--- config.mk ---
export PLATFORM = sky130hd
export DESIGN_NAME = strap_option_latch
export DESIGN_NICKNAME = d
export VERILOG_FILES = /design/src/rtl/strap_option_pkg.sv /design/src/rtl/strap_sync.sv /design/src/rtl/strap_option_latch.sv
export SDC_FILE = /design/constraint.sdc
export NUM_CORES = 1
export LEC_CHECK = 0
export ABC_AREA = 1
export BUFFER_PORTS_ARGS = -buffer_cell sky130_fd_sc_hd__buf_2
export CAP_MARGIN = 20
export CORE_MARGIN = 2
export CORE_UTILIZATION = 40
export DETAILED_ROUTE_END_ITERATION = 10
export SLEW_MARGIN = 20
export SYNTH_ARGS = -nofsm -noshare
export SYNTH_HDL_FRONTEND = slang
export SYNTH_HIERARCHICAL = 1
export SYNTH_SLANG_ARGS = --single-unit
--- constraint.sdc ---
create_clock -name sys_clk -period 1.4 [get_ports sys_clk]
set_input_delay 0.28 -clock sys_clk [delete_from_list [all_inputs] [get_ports sys_clk]]
set_output_delay 0.28 -clock sys_clk [all_outputs]
set_load 0.05 [all_outputs]
--- src/rtl/strap_option_pkg.sv ---
// Purpose: Shared constants for the strap option latch.
// Assumes: Strap vector order given by the STRAP_* bit indices below.
// Notes: Register numbers are the management register numbers, not byte addresses.
// Operation
// Sample every strap pin once at chip reset release; hold as power-up setup.
// Three address straps form station address 0..7; default 1.
// Address 0 is broadcast unless disable strap high or 16h bit 9 set.
// Mode strap 000 selects RMII, 110 back-to-back; other codes reserved.
// Isolate strap defaults off; captured value loads 0h bit 10.
// Speed strap defaults 100 Mbps; loads 0h bit 13 and advertisement 4h.
// Duplex strap defaults high (half); loads 0h bit 8.
// Auto-negotiation strap defaults enabled; loads 0h bit 12.
// Test-tree strap is active low; low at release enables test mode.
// Strap pins are pulled inputs during reset, normal outputs afterwards.
// Outside party keeps strap pins at intended levels during reset.
// Wake strap defaults off; captured value loads the wake-control bit.
// Captured values hold until next reset; loaded bits stay software writable.
package strap_option_pkg;

    localparam int STRAP_COUNT = 13;
    localparam int DATA_WIDTH = 16;
    localparam int ADDR_WIDTH = 5;

    // Positions inside the strap vector
    localparam int STRAP_ADDR_LO = 0;
    localparam int STRAP_MODE_LO = 3;
    localparam int STRAP_WAKE = 6;
    localparam int STRAP_ISO = 7;
    localparam int STRAP_SPEED = 8;
    localparam int STRAP_DUPLEX = 9;
    localparam int STRAP_AUTONEG = 10;
    localparam int STRAP_BCAST = 11;
    localparam int STRAP_TEST_N = 12;

    // Level each pin shows when left to its weak pull
    localparam logic [STRAP_COUNT-1:0] STRAP_DEFAULT = 13'h1701;

    localparam logic [2:0] MODE_RMII = 3'h0;
    localparam logic [2:0] MODE_BACK_TO_BACK = 3'h6;

    // Register numbers
    localparam logic [ADDR_WIDTH-1:0] CTRL_ADDR = 5'h00;
    localparam logic [ADDR_WIDTH-1:0] ADVERT_ADDR = 5'h04;
    localparam logic [ADDR_WIDTH-1:0] PHY_CTRL_ADDR = 5'h16;
    localparam logic [ADDR_WIDTH-1:0] WAKE_CTRL_ADDR = 5'h1a;
    localparam logic [ADDR_WIDTH-1:0] STRAP_STATUS_ADDR = 5'h1b;

    // Control register fields
    localparam int CTRL_SPEED_BIT = 13;
    localparam int CTRL_AUTONEG_BIT = 12;
    localparam int CTRL_ISOLATE_BIT = 10;
    localparam int CTRL_DUPLEX_BIT = 8;
    localparam logic [DATA_WIDTH-1:0] CTRL_RESET = 16'h0000;

    // Advertisement: selector field plus four ability bits
    localparam logic [DATA_WIDTH-1:0] ADVERT_RESET = 16'h01e1;
    localparam logic [DATA_WIDTH-1:0] ADVERT_100_MASK = 16'h0180;

    localparam int PHY_CTRL_BCAST_OFF_BIT = 9;
    localparam logic [DATA_WIDTH-1:0] PHY_CTRL_RESET = 16'h0000;

    localparam int WAKE_EN_BIT = 0;
    localparam logic [DATA_WIDTH-1:0] WAKE_CTRL_RESET = 16'h0000;

    typedef enum logic [1:0] {
        ST_HOLD = 2'b00,
        ST_CAPTURE = 2'b01,
        ST_RUN = 2'b11
    } latch_state_t;

endpackage

--- src/rtl/strap_sync.sv ---
// Purpose: Multi-stage synchroniser for pin-level inputs.
// Assumes: Inputs are static or slow relative to sys_clk.
// Notes: Only the last stage may be read by other logic.
module strap_sync #(
    parameter int WIDTH = 1,
    parameter int STAGES = 2,
    parameter logic [WIDTH-1:0] RESET_VAL = '0
) (
    input wire logic sys_clk,
    input wire logic sys_rst,
    input wire logic [WIDTH-1:0] asyncIn,
    output logic [WIDTH-1:0] syncOut
);

    logic [WIDTH-1:0] stage_reg [STAGES];

    initial begin
        if (STAGES < 2 || WIDTH < 1) begin
            $error("strap_sync needs at least two stages and one bit");
        end
    end

    always_ff @(posedge sys_clk) begin
        if (sys_rst) begin
            stage_reg[0] <= RESET_VAL;
        end else begin
            stage_reg[0] <= asyncIn;
        end
    end

    genvar i;
    generate
        for (i = 1; i < STAGES; i++) begin : g_stage
            always_ff @(posedge sys_clk) begin
                if (sys_rst) begin
                    stage_reg[i] <= RESET_VAL;
                end else begin
                    stage_reg[i] <= stage_reg[i-1];
                end
            end
        end
    endgenerate

    assign syncOut = stage_reg[STAGES-1];

endmodule

--- src/rtl/strap_option_latch.sv ---
// Purpose: Capture configuration straps at chip reset release and seed registers.
// Assumes: chipRstN and strap pins are asynchronous to sys_clk.
// Notes: Strap levels and chip reset share one synchroniser depth, so they stay aligned.
module strap_option_latch
    import strap_option_pkg::*;
#(
    parameter int SYNC_STAGES = 2
) (
    input wire logic sys_clk,
    input wire logic sys_rst,
    input wire logic chipRstN,
    input wire logic [STRAP_COUNT-1:0] strapIn,
    input wire logic [STRAP_COUNT-1:0] funcOut,
    input wire logic [STRAP_COUNT-1:0] funcOe,
    output logic [STRAP_COUNT-1:0] strapOut,
    output logic [STRAP_COUNT-1:0] strapOe,
    output logic pullEn,
    input wire logic [ADDR_WIDTH-1:0] regAddr,
    input wire logic [DATA_WIDTH-1:0] regWdata,
    input wire logic regWr,
    input wire logic regRd,
    output logic [DATA_WIDTH-1:0] regRdata,
    output logic configValid,
    output logic [2:0] stationAddr,
    output logic addrZeroBroadcast,
    output logic backToBackMode,
    output logic modeReserved,
    output logic isolate,
    output logic speed100,
    output logic halfDuplex,
    output logic autonegEn,
    output logic testTreeEn,
    output logic wakeEn
);

    initial begin
        if (SYNC_STAGES < 2) begin
            $error("strap_option_latch needs SYNC_STAGES of two or more");
        end
        // Status register keeps its top bit for the valid flag
        if (STRAP_COUNT > DATA_WIDTH - 1) begin
            $error("strap image does not fit the status register");
        end
    end

    // Pin synchronisation

    logic [STRAP_COUNT-1:0] strapSync;
    logic [0:0] rstSyncVec;
    logic chipRunning;

    // Pins wander while the outside party settles; never sample them raw
    strap_sync #(
        .WIDTH(STRAP_COUNT),
        .STAGES(SYNC_STAGES),
        .RESET_VAL(STRAP_DEFAULT)
    ) u_strap_sync (
        .sys_clk(sys_clk),
        .sys_rst(sys_rst),
        .asyncIn(strapIn),
        .syncOut(strapSync)
    );

    strap_sync #(
        .WIDTH(1),
        .STAGES(SYNC_STAGES),
        .RESET_VAL(1'b0)
    ) u_rst_sync (
        .sys_clk(sys_clk),
        .sys_rst(sys_rst),
        .asyncIn(chipRstN),
        .syncOut(rstSyncVec)
    );

    assign chipRunning = rstSyncVec[0];

    // Sequencing

    latch_state_t state_reg;
    latch_state_t state_next;
    logic captureNow;
    logic running;

    always_comb begin
        state_next = state_reg;
        unique case (state_reg)
            ST_HOLD: begin
                if (chipRunning) begin
                    state_next = ST_CAPTURE;
                end
            end
            ST_CAPTURE: begin
                state_next = chipRunning ? ST_RUN : ST_HOLD;
            end
            ST_RUN: begin
                if (!chipRunning) begin
                    state_next = ST_HOLD;
                end
            end
            default: begin
                state_next = ST_HOLD;
            end
        endcase
    end

    always_ff @(posedge sys_clk) begin
        if (sys_rst) begin
            state_reg <= ST_HOLD;
        end else begin
            state_reg <= state_next;
        end
    end

    // Exactly one capture per reset release
    assign captureNow = (state_reg == ST_CAPTURE);
    assign running = (state_reg == ST_RUN);

    // Pin direction: pulled input until captured, then normal function
    assign strapOe = running ? funcOe : '0;
    assign strapOut = running ? funcOut : '0;
    assign pullEn = !running;

    // Captured strap image

    logic [STRAP_COUNT-1:0] latched_reg;
    logic valid_reg;

    always_ff @(posedge sys_clk) begin
        if (sys_rst) begin
            latched_reg <= STRAP_DEFAULT;
            valid_reg <= 1'b0;
        end else begin
            // Follows the run state, so valid never outlives the pin drive
            valid_reg <= (state_next == ST_RUN);
            if (captureNow) begin
                latched_reg <= strapSync;
            end
        end
    end

    // Field extraction of the captured image
    logic [2:0] capAddr;
    logic [2:0] capMode;
    logic capWake;
    logic capIso;
    logic capSpeed;
    logic capDuplex;
    logic capAutoneg;
    logic capBcastOff;
    logic capTestN;

    assign capAddr = latched_reg[STRAP_ADDR_LO +: 3];
    assign capMode = latched_reg[STRAP_MODE_LO +: 3];
    assign capWake = latched_reg[STRAP_WAKE];
    assign capIso = latched_reg[STRAP_ISO];
    assign capSpeed = latched_reg[STRAP_SPEED];
    assign capDuplex = latched_reg[STRAP_DUPLEX];
    assign capAutoneg = latched_reg[STRAP_AUTONEG];
    assign capBcastOff = latched_reg[STRAP_BCAST];
    assign capTestN = latched_reg[STRAP_TEST_N];

    // Register seeds taken straight from the synchronised pins
    logic [DATA_WIDTH-1:0] ctrlSeed;
    logic [DATA_WIDTH-1:0] advertSeed;
    logic [DATA_WIDTH-1:0] wakeSeed;

    always_comb begin
        ctrlSeed = CTRL_RESET;
        ctrlSeed[CTRL_SPEED_BIT] = strapSync[STRAP_SPEED];
        ctrlSeed[CTRL_AUTONEG_BIT] = strapSync[STRAP_AUTONEG];
        ctrlSeed[CTRL_ISOLATE_BIT] = strapSync[STRAP_ISO];
        ctrlSeed[CTRL_DUPLEX_BIT] = strapSync[STRAP_DUPLEX];
    end

    // A 10 Mbps strap withdraws both 100 Mbps abilities
    assign advertSeed = strapSync[STRAP_SPEED] ? ADVERT_RESET
        : (ADVERT_RESET & ~ADVERT_100_MASK);

    always_comb begin
        wakeSeed = WAKE_CTRL_RESET;
        wakeSeed[WAKE_EN_BIT] = strapSync[STRAP_WAKE];
    end

    // Register file

    logic [DATA_WIDTH-1:0] ctrl_reg;
    logic [DATA_WIDTH-1:0] advert_reg;
    logic [DATA_WIDTH-1:0] phyCtrl_reg;
    logic [DATA_WIDTH-1:0] wakeCtrl_reg;
    logic [DATA_WIDTH-1:0] rdata_reg;

    logic wrCtrl;
    logic wrAdvert;
    logic wrPhyCtrl;
    logic wrWake;
    logic [DATA_WIDTH-1:0] strapStatus;
    logic [DATA_WIDTH-1:0] readMux;

    // Register select, shared by all write enables
    function automatic logic regHit(
        input logic [ADDR_WIDTH-1:0] addr,
        input logic [ADDR_WIDTH-1:0] target
    );
        return addr == target;
    endfunction

    // Writes only land once the device is out of reset
    assign wrCtrl = running && regWr && regHit(regAddr, CTRL_ADDR);
    assign wrAdvert = running && regWr && regHit(regAddr, ADVERT_ADDR);
    assign wrPhyCtrl = running && regWr && regHit(regAddr, PHY_CTRL_ADDR);
    assign wrWake = running && regWr && regHit(regAddr, WAKE_CTRL_ADDR);

    always_ff @(posedge sys_clk) begin
        if (sys_rst) begin
            ctrl_reg <= CTRL_RESET;
            advert_reg <= ADVERT_RESET;
            wakeCtrl_reg <= WAKE_CTRL_RESET;
        end else if (captureNow) begin
            ctrl_reg <= ctrlSeed;
            advert_reg <= advertSeed;
            wakeCtrl_reg <= wakeSeed;
        end else begin
            // Software owns these bits after capture; pins are not re-read
            if (wrCtrl) begin
                ctrl_reg <= regWdata;
            end
            if (wrAdvert) begin
                advert_reg <= regWdata;
            end
            if (wrWake) begin
                wakeCtrl_reg <= regWdata;
            end
        end
    end

    always_ff @(posedge sys_clk) begin
        if (sys_rst || captureNow) begin
            phyCtrl_reg <= PHY_CTRL_RESET;
        end else if (wrPhyCtrl) begin
            phyCtrl_reg <= regWdata;
        end
    end

    // Read-only view of what was captured
    always_comb begin
        strapStatus = '0;
        strapStatus[STRAP_COUNT-1:0] = latched_reg;
        strapStatus[DATA_WIDTH-1] = valid_reg;
    end

    always_comb begin
        readMux = '0;
        unique case (regAddr)
            CTRL_ADDR: readMux = ctrl_reg;
            ADVERT_ADDR: readMux = advert_reg;
            PHY_CTRL_ADDR: readMux = phyCtrl_reg;
            WAKE_CTRL_ADDR: readMux = wakeCtrl_reg;
            STRAP_STATUS_ADDR: readMux = strapStatus;
            default: readMux = '0;
        endcase
    end

    // Read data stands only in the cycle after the strobe
    always_ff @(posedge sys_clk) begin
        if (sys_rst) begin
            rdata_reg <= '0;
        end else if (regRd) begin
            rdata_reg <= readMux;
        end else begin
            rdata_reg <= '0;
        end
    end

    assign regRdata = rdata_reg;

    // Configuration outputs

    // Mode decode feeds two outputs; one definition keeps them consistent
    function automatic logic modeIs(
        input logic [2:0] code,
        input logic [2:0] want
    );
        return code == want;
    endfunction

    assign configValid = valid_reg;
    assign stationAddr = capAddr;
    assign addrZeroBroadcast = !(capBcastOff || phyCtrl_reg[PHY_CTRL_BCAST_OFF_BIT]);
    assign backToBackMode = modeIs(capMode, MODE_BACK_TO_BACK);
    // Reserved codes fall back to plain RMII and are flagged
    assign modeReserved = !modeIs(capMode, MODE_RMII)
        && !modeIs(capMode, MODE_BACK_TO_BACK);
    assign isolate = ctrl_reg[CTRL_ISOLATE_BIT];
    assign speed100 = ctrl_reg[CTRL_SPEED_BIT];
    assign halfDuplex = ctrl_reg[CTRL_DUPLEX_BIT];
    assign autonegEn = ctrl_reg[CTRL_AUTONEG_BIT];
    assign testTreeEn = valid_reg && !capTestN;
    assign wakeEn = wakeCtrl_reg[WAKE_EN_BIT];

endmodule

==> impl_metrics.env <==
export IMPL_reg2regPathDepth=9
export IMPL_place_congestion=0.826
export IMPL_synth_area_per_cell_um2=7.27
export IMPL_syn_to_final_growth_pct=52.2
export IMPL_ys_ff_latch=124
export IMPL_layout_nets=933
export IMPL_ys_seq_area_share_pct=48.8
export IMPL_gr_total_overflow=0
export IMPL_crit_fanout=5
export IMPL_synth_top_area_share_pct=48.8
export IMPL_dp_final_hpwl_um=10200
export IMPL_via_per_inst=4.85
export IMPL_synth_main_ff_cell="dfxtp_1"
export IMPL_grt_pass1_vias=4524
export IMPL_violations="setup timing"
export IMPL_cts_tree="built"
export IMPL_dpl_cell_area_um2=6240
export IMPL_fin_worst_skew_ns=0.00678
export IMPL_top_layer_used="met4"
export IMPL_worstMarginPinSlew_ns=0.455
export IMPL_power_leakage_nw=3.49
export IMPL_fp_dieW_um=117
export IMPL_rsz0062_at_grt="true"
export IMPL_ys_warnings_count=6
export IMPL_wl_per_cell_um=14.7
export IMPL_fmax_mhz=633
export IMPL_start_kind="register"
export IMPL_synth_cell_type_count=25
export IMPL_yosysMostFrequentCell="nand2_1"
export IMPL_netlist_instances=700
export IMPL_synth_edf_count=0
export IMPL_clock_latency_ns=0.41
export IMPL_n_antenna_cell=0
export IMPL_synthTopCellsByArea="dfxtp_1 (49%), nand2_1 (12%), nor2_1 (8.9%), nand3_1 (6.8%), inv_1 (5.5%)"
export IMPL_synth_top_area_cell="dfxtp_1"
export IMPL_wl_met3_um=878
export IMPL_setup_viol_count_final=103
export IMPL_final_hold_violation_count=0
export IMPL_vias=5099
export IMPL_wl_met2_um=7680
export IMPL_clockBufferDepth=2
export IMPL_required_ns=1.12
export IMPL_critPathLaunch="state_reg[1]"
export IMPL_crit_end="strapOut[0]"
export IMPL_reg2reg_from="state_reg[1]"
export IMPL_hold_class="in -> reg"
export IMPL_critical_path_class="reg -> out"
export IMPL_slew_headroom_pct=69.6
export IMPL_ir_worst_vdd_mv=0.701
export IMPL_drtPass1Iterations=7
export IMPL_ant_nets=0
export IMPL_io_pins=121
export IMPL_synthesis_area_um2=5090
export IMPL_core_area_um2=12500
export IMPL_grt_pass1_wl_um=22000
export IMPL_routedLengthMet1_um=6590
export IMPL_rrSetupSlack_ns=-0.14
export IMPL_largest_reg_flops=26
export IMPL_final_setup_worst_slack_ns=-0.181
export IMPL_port_buffers=120
export IMPL_track_usage_pct=21.3
export IMPL_crit_path_end_kind="output pin"
export IMPL_clk_pin_slew_ns=0.06
export IMPL_cts_root_buf="clkbuf_16"
export IMPL_drcViolationCount=0
export IMPL_final_util_pct=61.8
export IMPL_fin_area_um2=7740
export IMPL_r2r_end="phyCtrl_reg[3]"
export IMPL_initial_core_util_pct=40.6
export IMPL_timing_final_crit_share_pct=113
export IMPL_fin_crit_ns=1.58
export IMPL_status="finished, violations left"
export IMPL_async_reset_ff_share_pct=0
export IMPL_cts_buffers=17
export IMPL_dp_slack_ns=-0.164
export IMPL_yosys_top_cells_count="nand2_1 (157), dfxtp_1 (124), nor2_1 (121)"
export IMPL_slew_viol_final=0
export IMPL_grt_max_degree=30
export IMPL_power_density_nw_per_um2=1160
export IMPL_numClockSinks=124
export IMPL_die_height_um=117
export IMPL_antenna_found_initial=0
export IMPL_htreeDepth=4
export IMPL_die_area_um2=13600
export IMPL_cap_viol_max_count=0
export IMPL_critPathArrivalTime_ns=1.30
export IMPL_rows=41
export IMPL_synth_nets=765
export IMPL_routed_wl_um=15400
export IMPL_drive_gt1_share_pct=36.6
export IMPL_initialDrtViolationCount=272
## through the flow
step	power [mW]	std cells	setup TNS (ns)	hold WS [ns]
after floorplan	3.96	700	-0.983	0.351
after global placement	4.17	1000	-1.07	0.391
after detailed placement	4.18	1000	-1.29	0.395
after CTS	8.90	1034	-3.91	0.0344
after global routing	9.23	1052	-15.65	0.0282
final	8.95	1052	-10.29	0.0440
## worst min-delay path by stage
stage / start / end / cells after the start
2_1_floorplan: sys_rst / u_rst_sync/stage_reg[0] / 1
3_3_place_gp: u_rst_sync/stage_reg[0] / u_rst_sync/stage_reg[1] / 2
3_5_place_dp: u_strap_sync/stage_reg[0][4] / u_strap_sync/stage_reg[1][4] / 2
4_1_cts: strapIn[9] / u_strap_sync/stage_reg[0][9] / 3
5_1_grt: strapIn[9] / u_strap_sync/stage_reg[0][9] / 3
6_report: strapIn[8] / u_strap_sync/stage_reg[0][8] / 3
## cell usage in the layout, fill, tap and decap left out, drive strengths merged
cell type  netlist  final
buf             29    178
nand2          162    162
nor2           131    131
dfxtp          124    124
inv             80     80
nand3           72     72
a21oi           44     44
o21ai           39     39
clkbuf           7     28
nand4            5      5
clkinv           1      5
bufinv           0      4
nor3             4      4
clkinvlp         0      2
o21bai           1      1
a211oi           1      1
## layout make-up
cell class | count | area [um2]
fillers | 1117 | 4780
multi-input cells | 459 | 2470
flip-flops and latches | 124 | 2500
clock buffers | 21 | 480
repair buffers | 185 | 1600
clock inverters | 10 | 163
well taps | 172 | 215
inverters | 81 | 314
## worst max-delay path, stage by stage (launching register included)
cell and delay (ns):
dfxtp_4 0.37, nand2_8 0.09, clkbuf_16 0.18, nor2_4 0.09, buf_6 0.16
## report_power, final
group | switching [mW] | internal (mW)
clock | 1.58 | 3.16
combinational | 0.362 | 0.234
sequential | 0.0335 | 3.59
total | 1.98 | 6.98
## cell families (layout without fill, tap and decap cells)
logic type	after synthesis	count (layout)	share of synthesized area, %
simple gates	374	374	31.8
compound gates	85	85	8.46
flops	124	124	48.8
buf+inv	117	297	11.0
## timing repair
item,CTS,global route
setup endpoints to repair,32,65
gates resized for setup,92,102
endpoints found under the hold margin,0,0
pin swaps,2,18
cloned,0,8
setup buffers,3,10
hold buffers,0,0
## routing by layer
| metal | track usage [%] | up-vias |
|---|---|---|
| met1 | 26.3 | 2373 |
| li1 | - | 2518 |
| met2 | 35.5 | 183 |
| met4 | 8.55 | 0 |
| met5 | 0 | - |
| met3 | 5.56 | 25 |
Note: power is estimated with default switching activity, not from simulation.
